<file path="config.mk">
export PLATFORM = sky130hd
export DESIGN_NAME = msc_regs
export DESIGN_NICKNAME = d
export VERILOG_FILES = /design/src/verilog/msc_pkg.sv /design/src/verilog/msc_regs.sv
export VERILOG_INCLUDE_DIRS = /design/src /design/src/verilog
export SDC_FILE = /design/constraint.sdc
export NUM_CORES = 1
export LEC_CHECK = 0
export BUFFER_PORTS_ARGS = -buffer_cell sky130_fd_sc_hd__buf_2
export CAP_MARGIN = 10
export CORE_UTILIZATION = 46
export DETAILED_ROUTE_END_ITERATION = 10
export PLACE_DENSITY = 0.85
export SLEW_MARGIN = 40
export SYNTH_ARGS = -nofsm -noshare
export SYNTH_HDL_FRONTEND = slang
export SYNTH_SLANG_ARGS = --single-unit
</file>
<file path="constraint.sdc">
create_clock -name aclk -period 2.85 [get_ports aclk]
set_clock_uncertainty 0.2 [all_clocks]
set_input_delay 0.1425 -clock aclk [delete_from_list [all_inputs] [get_ports aclk]]
set_output_delay 0.1425 -clock aclk [all_outputs]
set_load 0.02 [all_outputs]
</file>
<file path="src/verilog/msc_defines.svh">
`ifndef MSC_DEFINES_SVH
`define MSC_DEFINES_SVH

// ********
// register indices, byte address is four times the index
// ********
`define MSC_IDX_TIMER0_CONTROL 8'h02
`define MSC_IDX_POWER_DOWN_TRIGGER 8'h03
`define MSC_IDX_WATCHDOG_KICK 8'h04
`define MSC_IDX_PORT_A_UPPER_MODE 8'h05
`define MSC_IDX_PORT_A_LOWER_MODE 8'h06
`define MSC_IDX_PORT_B_UPPER_MODE 8'h07
`define MSC_IDX_PORT_B_LOWER_MODE 8'h08
`define MSC_IDX_OVERFLOW_FLAGS 8'h09
`define MSC_IDX_FIRST_PWM_DUTY 8'h12
`define MSC_IDX_SECOND_PWM_DUTY 8'h13
`define MSC_IDX_MISC_TIMER_PWM_CONTROL 8'h14
`define MSC_IDX_CLOCK_SELECT_CONTROL 8'h15
`define MSC_IDX_THIRD_PWM_DUTY 8'h16
`define MSC_IDX_TABLE_POINTER_HIGH 8'h17

// ********
// reset values
// ********
`define MSC_RST_PORT_A_UPPER 8'h15
`define MSC_RST_PORT_A_LOWER 8'h55
`define MSC_RST_PORT_B 8'h55
`define MSC_RST_CLOCK_SELECT 8'h03
`define MSC_RST_MISC 8'h01

// ********
// field positions
// ********
`define MSC_BIT_COMPARATOR_STATUS 3
`define MSC_BIT_SLOW_TICK_CLEAR 2
`define MSC_BIT_TIMER0_HALT 1
`define MSC_BIT_PWM_CLEAR_HOLD 0
`define MSC_BIT_SLOW_TICK_FLAG 6
`define MSC_BIT_TIMER0_FLAG 4
`define MSC_TP_HIGH_MSB 2

// ********
// axi responses and timing
// ********
`define MSC_RESP_OKAY 2'h0
`define MSC_RESP_DECERR 2'h3
`define MSC_INSTR_CYCLE_DIV 1'h1

`endif

</file>
<file path="src/verilog/msc_pkg.sv">
package msc_pkg;

   // clock select control fields, msb first
   typedef struct packed {
      logic slow_clock_select;
      logic fast_clock_select;
      logic general_bit;
      logic slow_clock_off;
      logic fast_clock_off;
      logic cpu_clock_source;
      logic [1:0] cpu_clock_divider;
   } msc_clk_cfg_t;

   // timer0 control fields
   typedef struct packed {
      logic timer0_edge_select;
      logic timer0_source_select;
      logic [3:0] timer0_divider;
   } msc_tm0_cfg_t;

   // port mode codes
   typedef enum logic [1:0] {
      MSC_MODE_OD_PULLUP = 2'h0,
      MSC_MODE_OD_FLOAT = 2'h1,
      MSC_MODE_CMOS = 2'h2,
      MSC_MODE_COMPARATOR = 2'h3
   } msc_pin_mode_t;

   // read channel state, one-hot
   typedef enum logic [1:0] {
      MSC_RD_IDLE = 2'b01,
      MSC_RD_RESP = 2'b10
   } msc_rd_state_t;

endpackage

</file>
<file path="src/verilog/msc_regs.sv">
// Behaviour
// - three read/write duty registers, reset zero
// - comparator level readable at misc bit three
// - slow-tick clear bit pulses, then self-clears
// - timer0 halt bit freezes timer0 counting
// - first pwm held cleared while bit set
// - slow clock select picks rc or crystal
// - fast clock select picks rc or crystal
// - slow clock off during power-down when set
// - fast clock off bit stops fast clock
// - cpu clock source slow or fast
// - cpu divider 16, 4, 2 or 1
// - three-bit table pointer high field
// - timer0 external edge rising or falling
// - timer0 source instruction cycle or pin
// - timer0 divider powers of two, max 256
// - any write with strobe bit zero set requests power-down
// - any write with strobe bit zero set restarts the watchdog
// - two-bit pin mode codes per port pin
// - port a upper mode, pin four pull-up
// - port a lower mode, pin three pull-up
// - port b lower mode, code 11 comparator input
// - slow-tick overflow flag, write zero clears
// - timer0 overflow flag, write zero clears
//
// The AXI4-Lite slave port was chosen for this implementation.
`timescale 1ns/10ps
`include "msc_defines.svh"

module msc_regs #(
   parameter int DATA_W = 8
) (
   input wire logic aclk,
   input wire logic aresetn,
   input wire logic [7:0] s_axi_awaddr,
   input wire logic s_axi_awvalid,
   output logic s_axi_awready,
   input wire logic [31:0] s_axi_wdata,
   input wire logic [3:0] s_axi_wstrb,
   input wire logic s_axi_wvalid,
   output logic s_axi_wready,
   output logic [1:0] s_axi_bresp,
   output logic s_axi_bvalid,
   input wire logic s_axi_bready,
   input wire logic [7:0] s_axi_araddr,
   input wire logic s_axi_arvalid,
   output logic s_axi_arready,
   output logic [31:0] s_axi_rdata,
   output logic [1:0] s_axi_rresp,
   output logic s_axi_rvalid,
   input wire logic s_axi_rready,
   input wire logic comparator_output,
   input wire logic timer0_external_clock_pin,
   input wire logic pa4_ext_osc,
   input wire logic pa3_ext_osc,
   input wire logic slow_tick_overflow,
   input wire logic timer0_overflow,
   output logic [DATA_W-1:0] first_pwm_duty,
   output logic [DATA_W-1:0] second_pwm_duty,
   output logic [DATA_W-1:0] third_pwm_duty,
   output logic first_pwm_clear_hold,
   output logic slow_tick_timer_clear,
   output logic timer0_halt,
   output msc_pkg::msc_clk_cfg_t clock_cfg,
   output msc_pkg::msc_tm0_cfg_t timer0_cfg,
   output logic system_clock_en,
   output logic instruction_cycle_en,
   output logic timer0_tick,
   output logic [2:0] table_pointer_high,
   output logic power_down_request,
   output logic watchdog_restart,
   output logic [7:0] port_a_upper_mode,
   output logic [7:0] port_a_lower_mode,
   output logic [7:0] port_b_upper_mode,
   output logic [7:0] port_b_lower_mode,
   output logic [7:0] port_a_pullup_en,
   output logic [7:0] port_b_pullup_en,
   output logic [3:0] port_b_comparator_in,
   output logic slow_tick_overflow_flag,
   output logic timer0_overflow_flag
);
   import msc_pkg::*;

   // ********
   // helper functions
   // ********

   // last count of the cpu clock divider
   function automatic logic [3:0] cpu_last(input logic [1:0] code);
      case (code)
         2'h0: cpu_last = 4'hF;
         2'h1: cpu_last = 4'h3;
         2'h2: cpu_last = 4'h1;
         default: cpu_last = 4'h0;
      endcase
   endfunction

   // last count of the timer0 divider
   function automatic logic [7:0] tm0_last(input logic [3:0] code);
      logic [7:0] ratio;
      ratio = 8'h01 << code[2:0];
      if (code[3]) begin
         tm0_last = 8'hFF;
      end else begin
         tm0_last = ratio - 8'h01;
      end
   endfunction

   // pull-up on for mode 00, oscillator pins are masked where this is called
   function automatic logic [3:0] pullups(input logic [7:0] mode);
      logic [3:0] pu;
      pu = 4'h0;
      for (int i = 0; i < 4; i++) begin
         pu[i] = (mode[2*i +: 2] == MSC_MODE_OD_PULLUP);
      end
      pullups = pu;
   endfunction

   // ********
   // axi4-lite slave
   // ********
   logic aw_full_q, w_full_q;
   logic [7:0] aw_idx_q;
   logic [7:0] wdata_q;
   logic wstrb0_q;
   logic do_write;
   msc_rd_state_t rd_state_q;

   assign do_write = aw_full_q && w_full_q && !s_axi_bvalid;

   // write address capture
   always_ff @(posedge aclk) begin
      if (!aresetn) begin
         aw_full_q <= 1'b0;
         aw_idx_q <= 8'h00;
         s_axi_awready <= 1'b0;
      end else if (s_axi_awvalid && s_axi_awready) begin
         aw_full_q <= 1'b1;
         aw_idx_q <= {2'h0, s_axi_awaddr[7:2]};
         s_axi_awready <= 1'b0;
      end else begin
         if (do_write) begin
            aw_full_q <= 1'b0;
         end
         s_axi_awready <= !aw_full_q && !s_axi_bvalid;
      end
   end

   // write data capture
   always_ff @(posedge aclk) begin
      if (!aresetn) begin
         w_full_q <= 1'b0;
         wdata_q <= 8'h00;
         wstrb0_q <= 1'b0;
         s_axi_wready <= 1'b0;
      end else if (s_axi_wvalid && s_axi_wready) begin
         w_full_q <= 1'b1;
         wdata_q <= s_axi_wdata[7:0];
         wstrb0_q <= s_axi_wstrb[0];
         s_axi_wready <= 1'b0;
      end else begin
         if (do_write) begin
            w_full_q <= 1'b0;
         end
         s_axi_wready <= !w_full_q && !s_axi_bvalid;
      end
   end

   // write response, unmapped index answers decode error
   always_ff @(posedge aclk) begin
      if (!aresetn) begin
         s_axi_bvalid <= 1'b0;
         s_axi_bresp <= `MSC_RESP_OKAY;
      end else if (do_write) begin
         s_axi_bvalid <= 1'b1;
         s_axi_bresp <= mapped(aw_idx_q) ? `MSC_RESP_OKAY : `MSC_RESP_DECERR;
      end else if (s_axi_bready) begin
         s_axi_bvalid <= 1'b0;
      end
   end

   // true for every index that answers okay, other indices answer decode error
   function automatic logic mapped(input logic [7:0] idx);
      mapped = (idx >= `MSC_IDX_TIMER0_CONTROL && idx <= `MSC_IDX_OVERFLOW_FLAGS)
         || (idx >= `MSC_IDX_FIRST_PWM_DUTY && idx <= `MSC_IDX_TABLE_POINTER_HIGH);
   endfunction

   // register write strobe for one index
   function automatic logic wr_hit(input logic [7:0] idx, input logic [7:0] sel,
                                   input logic go, input logic lane);
      wr_hit = go && lane && (idx == sel);
   endfunction

   logic wr_tm0, wr_pd, wr_wd, wr_pau, wr_pal, wr_pbu, wr_pbl, wr_flag;
   logic wr_d0, wr_d1, wr_d2, wr_misc, wr_clk, wr_tp;
   assign wr_tm0 = wr_hit(aw_idx_q, `MSC_IDX_TIMER0_CONTROL, do_write, wstrb0_q);
   assign wr_pd = wr_hit(aw_idx_q, `MSC_IDX_POWER_DOWN_TRIGGER, do_write, wstrb0_q);
   assign wr_wd = wr_hit(aw_idx_q, `MSC_IDX_WATCHDOG_KICK, do_write, wstrb0_q);
   assign wr_pau = wr_hit(aw_idx_q, `MSC_IDX_PORT_A_UPPER_MODE, do_write, wstrb0_q);
   assign wr_pal = wr_hit(aw_idx_q, `MSC_IDX_PORT_A_LOWER_MODE, do_write, wstrb0_q);
   assign wr_pbu = wr_hit(aw_idx_q, `MSC_IDX_PORT_B_UPPER_MODE, do_write, wstrb0_q);
   assign wr_pbl = wr_hit(aw_idx_q, `MSC_IDX_PORT_B_LOWER_MODE, do_write, wstrb0_q);
   assign wr_flag = wr_hit(aw_idx_q, `MSC_IDX_OVERFLOW_FLAGS, do_write, wstrb0_q);
   assign wr_d0 = wr_hit(aw_idx_q, `MSC_IDX_FIRST_PWM_DUTY, do_write, wstrb0_q);
   assign wr_d1 = wr_hit(aw_idx_q, `MSC_IDX_SECOND_PWM_DUTY, do_write, wstrb0_q);
   assign wr_d2 = wr_hit(aw_idx_q, `MSC_IDX_THIRD_PWM_DUTY, do_write, wstrb0_q);
   assign wr_misc = wr_hit(aw_idx_q, `MSC_IDX_MISC_TIMER_PWM_CONTROL, do_write, wstrb0_q);
   assign wr_clk = wr_hit(aw_idx_q, `MSC_IDX_CLOCK_SELECT_CONTROL, do_write, wstrb0_q);
   assign wr_tp = wr_hit(aw_idx_q, `MSC_IDX_TABLE_POINTER_HIGH, do_write, wstrb0_q);

   // ********
   // stored registers
   // ********

   // pwm duty registers
   always_ff @(posedge aclk) begin
      if (!aresetn) begin
         first_pwm_duty <= '0;
         second_pwm_duty <= '0;
         third_pwm_duty <= '0;
      end else begin
         if (wr_d0) first_pwm_duty <= wdata_q[DATA_W-1:0];
         if (wr_d1) second_pwm_duty <= wdata_q[DATA_W-1:0];
         if (wr_d2) third_pwm_duty <= wdata_q[DATA_W-1:0];
      end
   end

   // misc control bits, only bits 2..0 writable
   always_ff @(posedge aclk) begin
      if (!aresetn) begin
         timer0_halt <= 1'b0;
         first_pwm_clear_hold <= 1'(`MSC_RST_MISC);
         slow_tick_timer_clear <= 1'b0;
      end else begin
         slow_tick_timer_clear <= wr_misc && wdata_q[`MSC_BIT_SLOW_TICK_CLEAR];
         if (wr_misc) begin
            timer0_halt <= wdata_q[`MSC_BIT_TIMER0_HALT];
            first_pwm_clear_hold <= wdata_q[`MSC_BIT_PWM_CLEAR_HOLD];
         end
      end
   end

   // clock selection and table pointer
   always_ff @(posedge aclk) begin
      if (!aresetn) begin
         clock_cfg <= `MSC_RST_CLOCK_SELECT;
         table_pointer_high <= 3'h0;
      end else begin
         if (wr_clk) clock_cfg <= wdata_q;
         if (wr_tp) table_pointer_high <= wdata_q[`MSC_TP_HIGH_MSB:0];
      end
   end

   // write-only timer0 control and port modes
   always_ff @(posedge aclk) begin
      if (!aresetn) begin
         timer0_cfg <= '0;
         port_a_upper_mode <= `MSC_RST_PORT_A_UPPER;
         port_a_lower_mode <= `MSC_RST_PORT_A_LOWER;
         port_b_upper_mode <= `MSC_RST_PORT_B;
         port_b_lower_mode <= `MSC_RST_PORT_B;
      end else begin
         if (wr_tm0) timer0_cfg <= wdata_q[5:0];
         if (wr_pau) port_a_upper_mode <= wdata_q;
         if (wr_pal) port_a_lower_mode <= wdata_q;
         if (wr_pbu) port_b_upper_mode <= wdata_q;
         if (wr_pbl) port_b_lower_mode <= wdata_q;
      end
   end

   // write-triggered pulses
   always_ff @(posedge aclk) begin
      if (!aresetn) begin
         power_down_request <= 1'b0;
         watchdog_restart <= 1'b0;
      end else begin
         power_down_request <= wr_pd;
         watchdog_restart <= wr_wd;
      end
   end

   // overflow flags, a set wins over a clear
   always_ff @(posedge aclk) begin
      if (!aresetn) begin
         slow_tick_overflow_flag <= 1'b0;
         timer0_overflow_flag <= 1'b0;
      end else begin
         if (slow_tick_overflow) begin
            slow_tick_overflow_flag <= 1'b1;
         end else if (wr_flag && !wdata_q[`MSC_BIT_SLOW_TICK_FLAG]) begin
            slow_tick_overflow_flag <= 1'b0;
         end
         if (timer0_overflow) begin
            timer0_overflow_flag <= 1'b1;
         end else if (wr_flag && !wdata_q[`MSC_BIT_TIMER0_FLAG]) begin
            timer0_overflow_flag <= 1'b0;
         end
      end
   end

   // ********
   // pin synchronisers
   // ********
   logic [2:0] cmp_sync_q, tck_sync_q;
   logic cmp_level_q, tck_level_q;

   // three stages, level moves once stages two and three agree
   always_ff @(posedge aclk) begin
      if (!aresetn) begin
         cmp_sync_q <= 3'h0;
         tck_sync_q <= 3'h0;
         cmp_level_q <= 1'b0;
         tck_level_q <= 1'b0;
      end else begin
         cmp_sync_q <= {cmp_sync_q[1:0], comparator_output};
         tck_sync_q <= {tck_sync_q[1:0], timer0_external_clock_pin};
         if (cmp_sync_q[1] == cmp_sync_q[2]) cmp_level_q <= cmp_sync_q[2];
         if (tck_sync_q[1] == tck_sync_q[2]) tck_level_q <= tck_sync_q[2];
      end
   end

   // ********
   // derived pin controls
   // ********
   always_ff @(posedge aclk) begin
      if (!aresetn) begin
         port_a_pullup_en <= 8'h00;
         port_b_pullup_en <= 8'h00;
         port_b_comparator_in <= 4'h0;
      end else begin
         // oscillator pins lose their pull-up
         port_a_pullup_en <= {pullups(port_a_upper_mode) & {3'h7, !pa4_ext_osc},
            pullups(port_a_lower_mode) & {!pa3_ext_osc, 3'h7}};
         port_b_pullup_en <= {pullups(port_b_upper_mode), pullups(port_b_lower_mode)};
         for (int i = 0; i < 4; i++) begin
            port_b_comparator_in[i] <= port_b_lower_mode[2*i +: 2] == MSC_MODE_COMPARATOR;
         end
      end
   end

   // ********
   // system clock and timer0 prescalers
   // ********
   logic [3:0] sys_cnt_q;
   logic instr_phase_q;
   logic [7:0] tm0_cnt_q;
   logic tck_prev_q;
   logic tm0_src_tick;

   // system clock enable from the cpu divider, instruction cycle is half
   always_ff @(posedge aclk) begin
      if (!aresetn) begin
         sys_cnt_q <= 4'h0;
         system_clock_en <= 1'b0;
         instr_phase_q <= 1'b0;
         instruction_cycle_en <= 1'b0;
      end else begin
         system_clock_en <= 1'b0;
         instruction_cycle_en <= 1'b0;
         if (sys_cnt_q >= cpu_last(clock_cfg.cpu_clock_divider)) begin
            sys_cnt_q <= 4'h0;
            system_clock_en <= 1'b1;
            instr_phase_q <= instr_phase_q ^ `MSC_INSTR_CYCLE_DIV;
            instruction_cycle_en <= instr_phase_q;
         end else begin
            sys_cnt_q <= sys_cnt_q + 4'h1;
         end
      end
   end

   // selected edge of the external pin or the instruction cycle
   assign tm0_src_tick = timer0_cfg.timer0_source_select ?
      ((tck_prev_q != tck_level_q) && (tck_level_q ^ timer0_cfg.timer0_edge_select))
      : instruction_cycle_en;

   // timer0 prescaler, frozen while halted
   always_ff @(posedge aclk) begin
      if (!aresetn) begin
         tck_prev_q <= 1'b0;
         tm0_cnt_q <= 8'h00;
         timer0_tick <= 1'b0;
      end else begin
         tck_prev_q <= tck_level_q;
         timer0_tick <= 1'b0;
         if (tm0_src_tick && !timer0_halt) begin
            if (tm0_cnt_q >= tm0_last(timer0_cfg.timer0_divider)) begin
               tm0_cnt_q <= 8'h00;
               timer0_tick <= 1'b1;
            end else begin
               tm0_cnt_q <= tm0_cnt_q + 8'h01;
            end
         end
      end
   end

   // ********
   // read channel
   // ********
   logic [7:0] rd_byte;
   logic [7:0] ar_idx;
   assign ar_idx = {2'h0, s_axi_araddr[7:2]};

   // read mux, write-only registers read zero
   always_comb begin
      case (ar_idx)
         `MSC_IDX_FIRST_PWM_DUTY: rd_byte = 8'(first_pwm_duty);
         `MSC_IDX_SECOND_PWM_DUTY: rd_byte = 8'(second_pwm_duty);
         `MSC_IDX_THIRD_PWM_DUTY: rd_byte = 8'(third_pwm_duty);
         `MSC_IDX_MISC_TIMER_PWM_CONTROL: rd_byte = {4'h0, cmp_level_q,
            slow_tick_timer_clear, timer0_halt, first_pwm_clear_hold};
         `MSC_IDX_CLOCK_SELECT_CONTROL: rd_byte = clock_cfg;
         `MSC_IDX_TABLE_POINTER_HIGH: rd_byte = {5'h00, table_pointer_high};
         `MSC_IDX_OVERFLOW_FLAGS: rd_byte = {1'b0, slow_tick_overflow_flag, 1'b0,
            timer0_overflow_flag, 4'h0};
         default: rd_byte = 8'h00;
      endcase
   end

   // one read at a time, answer one cycle after acceptance
   always_ff @(posedge aclk) begin
      if (!aresetn) begin
         rd_state_q <= MSC_RD_IDLE;
         s_axi_arready <= 1'b0;
         s_axi_rvalid <= 1'b0;
         s_axi_rdata <= 32'h0000_0000;
         s_axi_rresp <= `MSC_RESP_OKAY;
      end else begin
         case (rd_state_q)
            MSC_RD_IDLE: begin
               s_axi_arready <= 1'b1;
               if (s_axi_arvalid && s_axi_arready) begin
                  s_axi_arready <= 1'b0;
                  s_axi_rvalid <= 1'b1;
                  s_axi_rdata <= {24'h00_0000, rd_byte};
                  s_axi_rresp <= mapped(ar_idx) ? `MSC_RESP_OKAY : `MSC_RESP_DECERR;
                  rd_state_q <= MSC_RD_RESP;
               end
            end
            MSC_RD_RESP: begin
               if (s_axi_rready) begin
                  s_axi_rvalid <= 1'b0;
                  rd_state_q <= MSC_RD_IDLE;
               end
            end
            default: rd_state_q <= MSC_RD_IDLE;
         endcase
      end
   end

endmodule

</file>
Word level (Yosys, flattened, before mapping). Cells that the tools add are included.

Register bits: 161. Output and inout port bits: 144.

Add/subtract/negate cells: 3. Order comparisons: 10. Equality and inequality tests: 34. Shifts and indexed selects: 1. Muxes and demuxes: 28. Bitwise operators: 5. Reduce and logical (&&, ||, !) cells: 72.

Operator list (number): 6-bit by 5-bit == test with 1-bit output (second input constant) (12); 8-bit one-hot mux with 7 select lines (1); 2-bit zero test (17); 8-bit 2-to-1 mux (4); 1-bit logical AND (31); 6-bit by 3-bit == test with 1-bit output (second input constant) (4); 6-bit by 4-bit == test with 1-bit output (second input constant) (3); 1-bit 2-to-1 mux (15); 2-bit == test (second input constant) (6); 6-bit by 2-bit == test with 1-bit output (second input constant) (2); 6-bit by 2-bit greater-or-equal comparator with 1-bit output (second input constant) (2); 6-bit by 5-bit greater-or-equal comparator with 1-bit output (second input constant) (2); 6-bit by 4-bit less-or-equal comparator with 1-bit output (second input constant) (2); 6-bit by 5-bit less-or-equal comparator with 1-bit output (second input constant) (2); 4-bit one-hot mux with 3 select lines (1); 2-bit nonzero test (6); 8-bit by 1-bit adder with 8-bit output (second input constant) (1); 4-bit bitwise AND (2); 8-bit greater-or-equal comparator (1); 1-bit zero test (8); 2-bit 2-to-1 mux (4); 2-bit AND reduction (4); 1-bit by 3-bit << shifter with 8-bit output (first input constant) (1); 8-bit by 1-bit subtractor with 8-bit output (second input constant) (1); 14 further kinds (21).

Logic depth before layout (Yosys ltp). Gate-level depths: netlist of run 1.

Depth after elaboration: 8. Gate-level depth with buffers: 13.

Worst setup path before layout of run 1. OpenSTA, ideal clock, no wires.

Kind: reg2reg. Start: reg timer0_cfg[1] in the netlist's numbering. End: reg timer0_tick. Setup time: 0.115 ns. Arrival: 2.594 ns. Setup slack: -0.059 ns. Stages on the path, launching flop included: 13. Path buffers: 2. Period minus slack after synthesis: 2.909 ns. Path through: dfxtp_1 clkbuf_1 or3_1 ha_1 xor2_1 nor2_1 ha_1 and3_1 o21ai_0 a31oi_1 o31a_2 buf_6 and2_1.

Longest elaborated chain between the ends: 7.

Ends and longest elaborated chain: from (decl) (line msc_regs.sv:65) `output msc_pkg::msc_tm0_cfg_t timer0_cfg,`; from (signal assigned) (line msc_regs.sv:263) `if (wr_tm0) timer0_cfg <= wdata_q[5:0];`; 1-bit by 3-bit << shifter with 8-bit output (line msc_regs.sv:101) `ratio = 8'h01 << code[2:0];`; 8-bit by 1-bit subtractor with 8-bit output (line msc_regs.sv:105) `tm0_last = ratio - 8'h01;`; 8-bit 2-to-1 mux (line msc_regs.sv:102) `if (code[3]) begin`; 8-bit 2-to-1 mux (line msc_regs.sv:385) `if (tm0_src_tick && !timer0_halt) begin`; 8-bit 2-to-1 mux (line msc_regs.sv:378) `if (!aresetn) begin`; 8-bit greater-or-equal comparator (line msc_regs.sv:386) `if (tm0_cnt_q >= tm0_last(timer0_cfg.timer0_divider)) begin`; 1-bit 2-to-1 mux (line msc_regs.sv:386); to (signal assigned) (line msc_regs.sv:381) `timer0_tick <= 1'b0;`; to (signal assigned) (line msc_regs.sv:384) `timer0_tick <= 1'b0;`; to (signal assigned) (line msc_regs.sv:388) `timer0_tick <= 1'b1;`; to (decl) (line msc_regs.sv:68) `output logic timer0_tick,`.

No other way between the ends. The select of a mux whose other input is x is not followed. A chain may end at the register's enable or synchronous reset.

Final worst setup path of run 1. Same ends and word-level chain as after synthesis.

==> out/metrics.cfg, run 1 <==
[outcome]
run_status = finished clean

[critical_path]
cp.required_ns = 2.97
crit_path_end_kind = flip-flop
cp.arrival_ns = 2.94
cp_max_fo = 6
crit_start = timer0_cfg[1]
r2r-start = timer0_cfg[1]
cp-start-kind = flip-flop
setup.worst_path.class = reg2reg

[detailed_routing]
remaining_drc_errors = 0
wl_met3_um = 1080
drtIter0Drc = 432
routed.top_layer = met4
first_pass_iters = 6
wirelength_um = 17100
wl_met2_um = 8260
postRouteAntennaNets = 0
num_vias = 5619
met1_length_um = 7450
wire_per_inst_um = 16.2
viasPerCell = 5.32

[floorplanning]
num_rows = 42
core_area_sq_um = 13500
die_w_um = 120
io_pins = 209
die_area_sq_um = 14500
initial_core_util = 0.479
die_y_um = 120

[layout]
final-seq-area_sq_um = 3190
nets = 948
multi_input_area_sq_um = 2990
area_growth_syn_to_layout_pct = 28.2
final_util = 0.614
diodes = 0
drive_above_1_share = 0.250
fillCellCount = 1106

[grt]
grt_max_degree = 76
antenna_found_initial = 0
grt_pass1_vias = 5065
grtUsageTotal = 0.239
grt_overflow = 0
grt_pass1_wl_um = 26300

[pwr]
p_total_mw = 4.93
p_switching_mw = 1.12
internal_power_mw = 3.81
p_sw_frac = 0.227
ir_worst_vdd_mv = 0.461
power.density_nw_per_um2 = 597
power_frac_comb = 0.055
leakage_nw = 3.75
p_seq_frac = 0.467
power_frac_clock = 0.478

[clock_network]
clk_latency_ns = 0.42
clockBufferDepth = 2
cts_max_level = 4
root_buffer = clkbuf_16
cts_buffers = 17
cts_num_sinks = 159
cts_tree = yes
clk_pin_slew_ns = 0.06

[synthesis]
synth_ff_type = dfxtp_1
synth_edf_count = 0
netlist_instances = 692
yosys_warnings = 0
synth_area_leader_cell = dfxtp_1
synth_seq_cells = 159
yosys-top-cells-area = dfxtp_1 49%, mux2i_1 6.7%, nand2_1 4.3%
synthArstFlopShare = 0
netlist_area_sq_um = 6440
avgSynthCellArea_sq_um = 9.31
ys_types = 60
synth.top_cell.area_share = 0.494
yosysSeqAreaShare = 0.494

[timing]
fmax_mhz = 355
grt_setup_unrepaired = true
finalHoldViolations = 0
setup_viol = 0
slew_headroom = 0.515
period_share = 0.989
period_minus_slack_ns = 2.82
tightest_slew_ns = 0.727
slew_violations = 0

[worst_hold_path]
hp-class = in2reg
hold_path.startpoint = s_axi_awvalid

[placement]
portBuffers = 153
dp_hpwl_um = 11600
place_congestion = 0.887

[flow_run]
drv_cap = 0

-- Yosys cell counts, types with 3 or more instances --
cell,instances
nor3_1,25
mux2i_1,43
a22oi_1,7
a222oi_1,3
xnor2_1,4
nor2b_1,7
and3_1,11
nor4_1,6
nor2_1,50
clkbuf_1,29
and2_1,12
inv_1,14
a22o_1,8
xor2_1,6
buf_1,5
o21ai_0,43
dfxtp_1,159
ha_1,15
mux2_2,3
nand3_1,48
nand4_1,5
nand3b_1,3
nand2_1,74
a21oi_1,30
nand2b_1,11
nor3b_1,3
o211ai_1,3
buf_4,26
-- registers in the layout (all words and copies together), names as in the netlist, 8 cells and up --
register / flops
port_b_pullup_en: 8
first_pwm_duty: 8
wdata_q: 8
port_a_pullup_en: 8
port_b_lower_mode: 8
port_a_upper_mode: 8
port_a_lower_mode: 8
third_pwm_duty: 8
tm0_cnt_q: 8
second_pwm_duty: 8
clock_cfg: 8
port_b_upper_mode: 8
s_axi_rdata: 8
-- power by group through the flow --
stage / clock network [mW] / logic [mW] / registers [mW]
3_5_place_dp: 0 / 0.227 / 2.35
3_3_place_gp: 0 / 0.224 / 2.35
6_report: 2.35 / 0.270 / 2.30
4_1_cts: 2.38 / 0.263 / 2.30
5_1_grt: 2.49 / 0.293 / 2.31
2_1_floorplan: 0 / 0.180 / 2.34
-- cell usage in the layout, fill, tap and decap left out, types with 3 or more instances in the layout --
cell type and count:
nor3_1 20, clkinv_2 3, nor2b_1 7, inv_6 3
buf_2 153, nor3b_1 3, mux2i_1 43, nor2_1 50
buf_4 7, ha_1 14, xor2_1 6, conb_1 24
a222oi_1 3, nor3_2 5, mux2_2 3, xnor2_1 4
and3_1 11, o21ai_0 42, and2_1 12, a21oi_1 30
clkbuf_8 3, nand2b_1 11, nand2_1 74, bufinv_16 3
a22o_1 8, dfxtp_1 157, nand3b_1 3, nand4_1 5
nor4_1 6, inv_1 14, a22oi_1 7, o211ai_1 3
nand3_1 48, dlygate4sd3_1 34, clkbuf_16 17
-- layout make-up --
type / count / area share
Clock inverter: 12 / 0.0188
Clock buffer: 20 / 0.0565
Inverter: 15 / 0.00682
Sequential cell: 159 / 0.386
Timing Repair Buffer: 195 / 0.143
Tap cell: 176 / 0.0267
Multi-Input combinational cell: 480 / 0.362
-- worst max-delay path, stage by stage (launching register included) --
cell and delay [ns]:
dfxtp_4 0.36, or3_4 0.39, ha_4 0.19, xor2_1 0.15, nor2_1 0.14, ha_1 0.26, and3_1 0.19, o21ai_1 0.11
a31oi_1 0.12, o31a_2 0.44, and2_1 0.17
-- per-layer routing --
metal | global-route usage | vias to the layer above
met5 | 0 | -
met4 | 0.0910 | 0
li1 | - | 2741
met3 | 0.0571 | 29
met2 | 0.399 | 196
met1 | 0.298 | 2653
-- logic make-up after synthesis --
kind of cell,share of synthesized area
flip-flops,0.494
multiplexers,0.0756
adder cells (fa/ha/maj),0.0291
AO/OA/AOI/OAI,0.108
XOR/XNOR,0.0136
buffers and inverters,0.0627
other,0.000582
AND/OR/NAND/NOR,0.216
-- worst paths after layout --
check	end	slack, ns	cells past startpoint
setup / recovery	timer0_tick	0.03	10
hold / removal	aw_full_q	0.02	3
setup reg to reg	timer0_tick	0.03	10
hold reg to reg	cmp_sync_q[1]	0.24	1
-- stage by stage --
stage | TNS (ns) | area (sq um) | instances | hold slack [ns] | setup WS (ns)
after CTS | 0 | 8190 | 1054 | 0.00434 | 0.0365
after floorplan | 0 | 6530 | 715 | 0.0142 | 0.00459
after global placement | 0 | 7230 | 988 | 0.0976 | 0.160
after global routing | -0.107 | 8260 | 1057 | 0.0455 | -0.0578
after detailed placement | 0 | 7230 | 988 | 0.101 | 0.0540
final | 0 | 8260 | 1057 | 0.0211 | 0.0313
-- timing repair --
item / in CTS / in global routing
gates resized for setup: 0 / 11
hold buffers: 34 / 0
endpoints found under the setup margin: 0 / 9
endpoints found under the hold margin: 26 / 0
buffers inserted: 0 / 2
Power figures use the tool's default switching activity.
==> run 2, diff against run 1 <==
REMOVE_ABC_BUFFERS = 1   (was unset)
==> run 2 against run 1 <==
Sequential power about the same. Clock-buffer cell count down 1. Register-to-register slack better by 0.10 ns. Utilization about the same. Flip-flop and latch count unchanged. Largest power group unchanged.
==> out/metrics.cfg, run 2 (synthesis gave the netlist of run 1 again) <==
[detailed_routing]
postRouteAntennaNets = 0
first_pass_iters = 6
remaining_drc_errors = 0
wire_per_inst_um = 16.0
wirelength_um = 16900
drtIter0Drc = 312
viasPerCell = 5.34
num_vias = 5657

[layout]
stdcell_area_sq_um = 8260
final_cell_mix = 159 x dfxtp_1, 153 x buf_2, 74 x nand2_1
area_growth_syn_to_layout_pct = 28.2
nets = 950
drive_above_1_share = 0.248
layout_commonest_cell = dfxtp_1
diodes = 0

[critical_path]
path_buf_inv = 1
path_cells = buf_4 > nor2_1 > nand2_1 > ha_4 > xor2_1 > nor2_1 > ha_1 > and3_1 > o21ai_1 > a31oi_1 > o31a_2 > nor3_2
cp-endpoint = tm0_cnt_q[0]
r2r-start = timer0_cfg[1]
slowest_stage = o31a_2
r2r_slack_ns = 0.13
cp.required_ns = 2.99
setup.worst_path.class = reg2reg
cp-start-kind = flip-flop
cp_common_cell = nor2_1
worst_r2r_path_depth = 12
reg2reg_to = tm0_cnt_q[0]
max_stage_delay_ns = 0.44
crit_path_end_kind = flip-flop
cp_max_fo = 10
cp.arrival_ns = 2.86
path_delay_family = simple AND/OR/NAND/NOR gates
critical_path_depth = 12
crit_start = timer0_cfg[1]

[pwr]
power_frac_comb = 0.055
ir_worst_vdd_mv = 0.393
p_sw_frac = 0.228
leakage_nw = 3.75
p_total_mw = 4.90
power.density_nw_per_um2 = 593
p_switching_mw = 1.11
internal_power_mw = 3.78
p_seq_frac = 0.469
power_frac_clock = 0.475

[placement]
dpl_worst_slack_ns = 0.109
dp_hpwl_um = 11500
portBuffers = 153
place_congestion = 0.807
dpl_cell_area_sq_um = 7250

[clock_network]
cts_num_sinks = 159
clk_latency_ns = 0.41
cts_setup_buffers = 0
clockBufferDepth = 2
root_buffer = clkbuf_16
cts_max_level = 4
cts_buffers = 17
clk_pin_slew_ns = 0.06
cts_tree = yes

[grt]
antenna_found_initial = 0
grt_overflow = 0
grt_pass1_wl_um = 26500
grtUsageTotal = 0.235
grt_pass1_vias = 5292
grt_max_degree = 78

[timing]
tightest_slew_ns = 0.691
fmax_mhz = 368
period_minus_slack_ns = 2.72
setup_viol = 0
slew_violations = 0
finalHoldViolations = 0
timing.hold.ws_ns = 0.0400
fin_ws_ns = 0.133
slew_headroom = 0.535
period_share = 0.953
setup-tns-final_ns = 0
grt_setup_unrepaired = false

[floorplanning]
die_y_um = 120
initial_core_util = 0.479
core_area_sq_um = 13500
num_rows = 42
die_area_sq_um = 14500
die_w_um = 120
io_pins = 209

[outcome]
run_status = finished clean

[worst_hold_path]
hold_path.startpoint = s_axi_awvalid
hp-class = in2reg

[flow_run]
drv_cap = 0

-- run 2: cell count changes in the layout (fill, tap and decap cells not counted), sizes merged --
cell / before / now
buf: 161 / 162
clkbuf: 20 / 19
clkinv: 4 / 6
dlygate4sd3: 34 / 35
inv: 18 / 17
-- run 2: final cells by class --
cell class,count,area [sq um]
fill,1167,5190
inverter,15,56.3
clock buffer,19,453
clock inverter,13,160
timing repair buffer,197,1200
multi-input combinational,480,2990
sequential,159,3180
tap,176,220
-- run 2: worst min path at each step --
stage,slack (ns),cells past startpoint,endpoint
floorplan,0.004,1,port_a_lower_mode[0]
global placement,0.11,2,port_a_pullup_en[3]
detailed placement,0.11,2,port_a_pullup_en[4]
CTS,0.02,3,aw_full_q
global route,0.08,3,aw_full_q
finish,0.04,3,aw_full_q
-- run 2: metal layers --
layer | vias to the layer above | track usage | wire length, um | share of wire
met3 | 29 | 0.0660 | 1090 | 0.065
met2 | 199 | 0.383 | 8020 | 0.47
met4 | 0 | 0.0756 | 383 | 0.023
li1 | 2734 | - | - | -
met1 | 2695 | 0.300 | 7400 | 0.44
met5 | - | 0 | 0 | 0
-- run 2: metrics by stage --
step           utilization  std cells
2_1_floorplan            -        653
5_1_grt              0.614       1059
3_3_place_gp         0.539        991
4_1_cts              0.610       1058
3_5_place_dp         0.539        991
6_report             0.614       1059
-- run 2: power by group through the flow --
stage                     clock network, mW  logic [mW]  registers [mW]
after global placement                    0       0.224            2.35
final                                  2.33       0.271            2.30
after detailed placement                  0       0.227            2.35
after CTS                              2.35       0.264            2.30
after floorplan                           0       0.119            2.35
after global routing                   2.46       0.294            2.30
-- run 2: timing repair --
item | in CTS | in global routing
endpoints found under the hold margin | 30 | 0
hold buffers | 35 | 0
resized for setup | 0 | 9
endpoints found under the setup margin | 0 | 9
-- run 2: tightest hold or removal path: cells and delay by family --
family	cells	cell delay (ns)
AND/OR/NAND/NOR	1	0.22
buffers and inverters	1	0.14
AO/OA/AOI/OAI	1	0.10
==> run 3, diff against run 2 <==
CAP_MARGIN = 0   (was 10)
PLACE_DENSITY = 0.76   (was 0.85)
==> run 3 against run 2 <==
Cell area shrank 0.77%. Worst hold slack is essentially flat. Non-clock buffer count grew 2. Total power fell by 4.2%. Critical path depth down 4. Flip-flop and latch count unchanged. Largest power group is now registers.
==> out/metrics.cfg, run 3 (synthesis gave the netlist of run 1 again) <==
[clock_network]
cts_num_sinks = 159
clockBufferDepth = 2
clk_latency_ns = 0.42
cts_setup_buffers = 0
cts_tree = yes
cts_max_level = 4
root_buffer = clkbuf_16
clk_pin_slew_ns = 0.06
cts_buffers = 17

[placement]
portBuffers = 153
dpl_cell_area_sq_um = 7260
dp_hpwl_um = 11400
place_congestion = 0.841

[timing]
grt_setup_unrepaired = false
slew_violations = 0
setup-tns-final_ns = 0
setup_viol = 0
period_minus_slack_ns = 2.74
fmax_mhz = 364
tightest_slew_ns = 0.761
finalHoldViolations = 0
slew_headroom = 0.489
period_share = 0.963

[critical_path]
worst_r2r_path_depth = 8
reg2reg_to = timer0_tick
cp.required_ns = 2.97
crit_path_end_kind = flip-flop
cp_max_fo = 6
cp-start-kind = flip-flop
r2r_slack_ns = 0.11
cp.arrival_ns = 2.86
setup.worst_path.class = reg2reg
r2r-start = timer0_cfg[1]

[detailed_routing]
remaining_drc_errors = 0
postRouteAntennaNets = 0
first_pass_iters = 5
met1_length_um = 7550
num_vias = 5531
wire_per_inst_um = 16.0
wl_met3_um = 1080
drtIter0Drc = 340
routed.top_layer = met4
viasPerCell = 5.23
wirelength_um = 16900
wl_met2_um = 7990

[layout]
nets = 952
stdcell_area_sq_um = 8200
final_cell_mix = 158 x dfxtp_1, 153 x buf_2, 74 x nand2_1
layout_commonest_cell = dfxtp_1
drive_above_1_share = 0.243
area_growth_syn_to_layout_pct = 27.3
final_util = 0.609
diodes = 0

[floorplanning]
die_w_um = 120
die_y_um = 120
die_area_sq_um = 14500
initial_core_util = 0.479
core_area_sq_um = 13500
num_rows = 42
io_pins = 209

[pwr]
p_switching_mw = 1.05
power_frac_clock = 0.452
ir_worst_vdd_mv = 0.438
power_frac_comb = 0.057
p_total_mw = 4.69
p_sw_frac = 0.223
leakage_nw = 3.73
p_seq_frac = 0.490
internal_power_mw = 3.65
power.density_nw_per_um2 = 573

[flow_run]
drv_cap = 0

[grt]
grtUsageTotal = 0.237
grt_pass1_wl_um = 26200
grt_pass1_vias = 5046
grt_max_degree = 64
antenna_found_initial = 0
grt_overflow = 0

[worst_hold_path]
whs_endpoint = s_axi_wready
hold_path.startpoint = s_axi_wvalid
hp-class = in2reg
hold-path-cell-count = 3

[outcome]
run_status = finished clean

## run 3: cell types whose count changed in the layout (fill, tap and decap cells not counted), moves of 2 or more
| cell | delta |
|---|---|
| nor3_2 | -2 |
| buf_4 | +2 |
| nor3_1 | +2 |
| clkinv_4 | -2 |
| inv_6 | -2 |
| clkbuf_1 | +3 |
## run 3: per-stage QoR
stage,hold WS [ns],cells,setup WS [ns]
detailed placement,0.102,993,0.0895
CTS,0.0345,1057,0.0635
global route,0.0978,1058,0.0206
floorplan,0.00444,653,0.0929
finish,0.0402,1058,0.106
global placement,0.0999,993,0.136
## run 3: area by class of cell
class	instances	area [sq um]
Multi-Input combinational cell	480	2980
Fill cell	1189	5260
Clock buffer	21	450
Clock inverter	8	92.6
Timing Repair Buffer	199	1210
Tap cell	176	220
Sequential cell	159	3180
Inverter	15	56.3
## run 3: worst max-delay path: stages (launching register included)
cell     delay (ns)
dfxtp_2        0.33
or3_4          0.40
ha_4           0.19
o311a_1        0.33
ha_1           0.31
a21oi_1        0.14
o21ai_0        0.14
o31a_2         0.42
and2_1         0.17
## run 3: metal layers
metal | global-route usage | up-vias
met2 | 0.383 | 197
li1 | - | 2725
met5 | 0 | -
met1 | 0.304 | 2584
met3 | 0.0646 | 25
met4 | 0.0841 | 0
## run 3: power by group through the flow
stage / clock [mW] / combinational [mW] / sequential, mW
global route: 2.26 / 0.293 / 2.30
floorplan: 0 / 0.119 / 2.35
global placement: 0 / 0.224 / 2.35
detailed placement: 0 / 0.228 / 2.35
CTS: 2.15 / 0.265 / 2.30
finish: 2.12 / 0.270 / 2.30
## run 3: worst max-delay path by stage
stage | from | to | slack, ns | depth (start not counted)
2_1_floorplan | timer0_cfg[0] | timer0_tick | 0.09 | 10
3_3_place_gp | timer0_cfg[1] | timer0_tick | 0.14 | 10
3_5_place_dp | timer0_cfg[1] | timer0_tick | 0.09 | 10
4_1_cts | timer0_cfg[1] | timer0_tick | 0.06 | 10
5_1_grt | timer0_cfg[1] | timer0_tick | 0.02 | 10
6_report | timer0_cfg[1] | timer0_tick | 0.11 | 8
## run 3: what timing repair did
| item | CTS | global route |
|---|---|---|
| hold endpoints to repair | 39 | 0 |
| hold buffers | 35 | 0 |
| resized for setup | 0 | 8 |
| setup endpoints to repair | 0 | 9 |
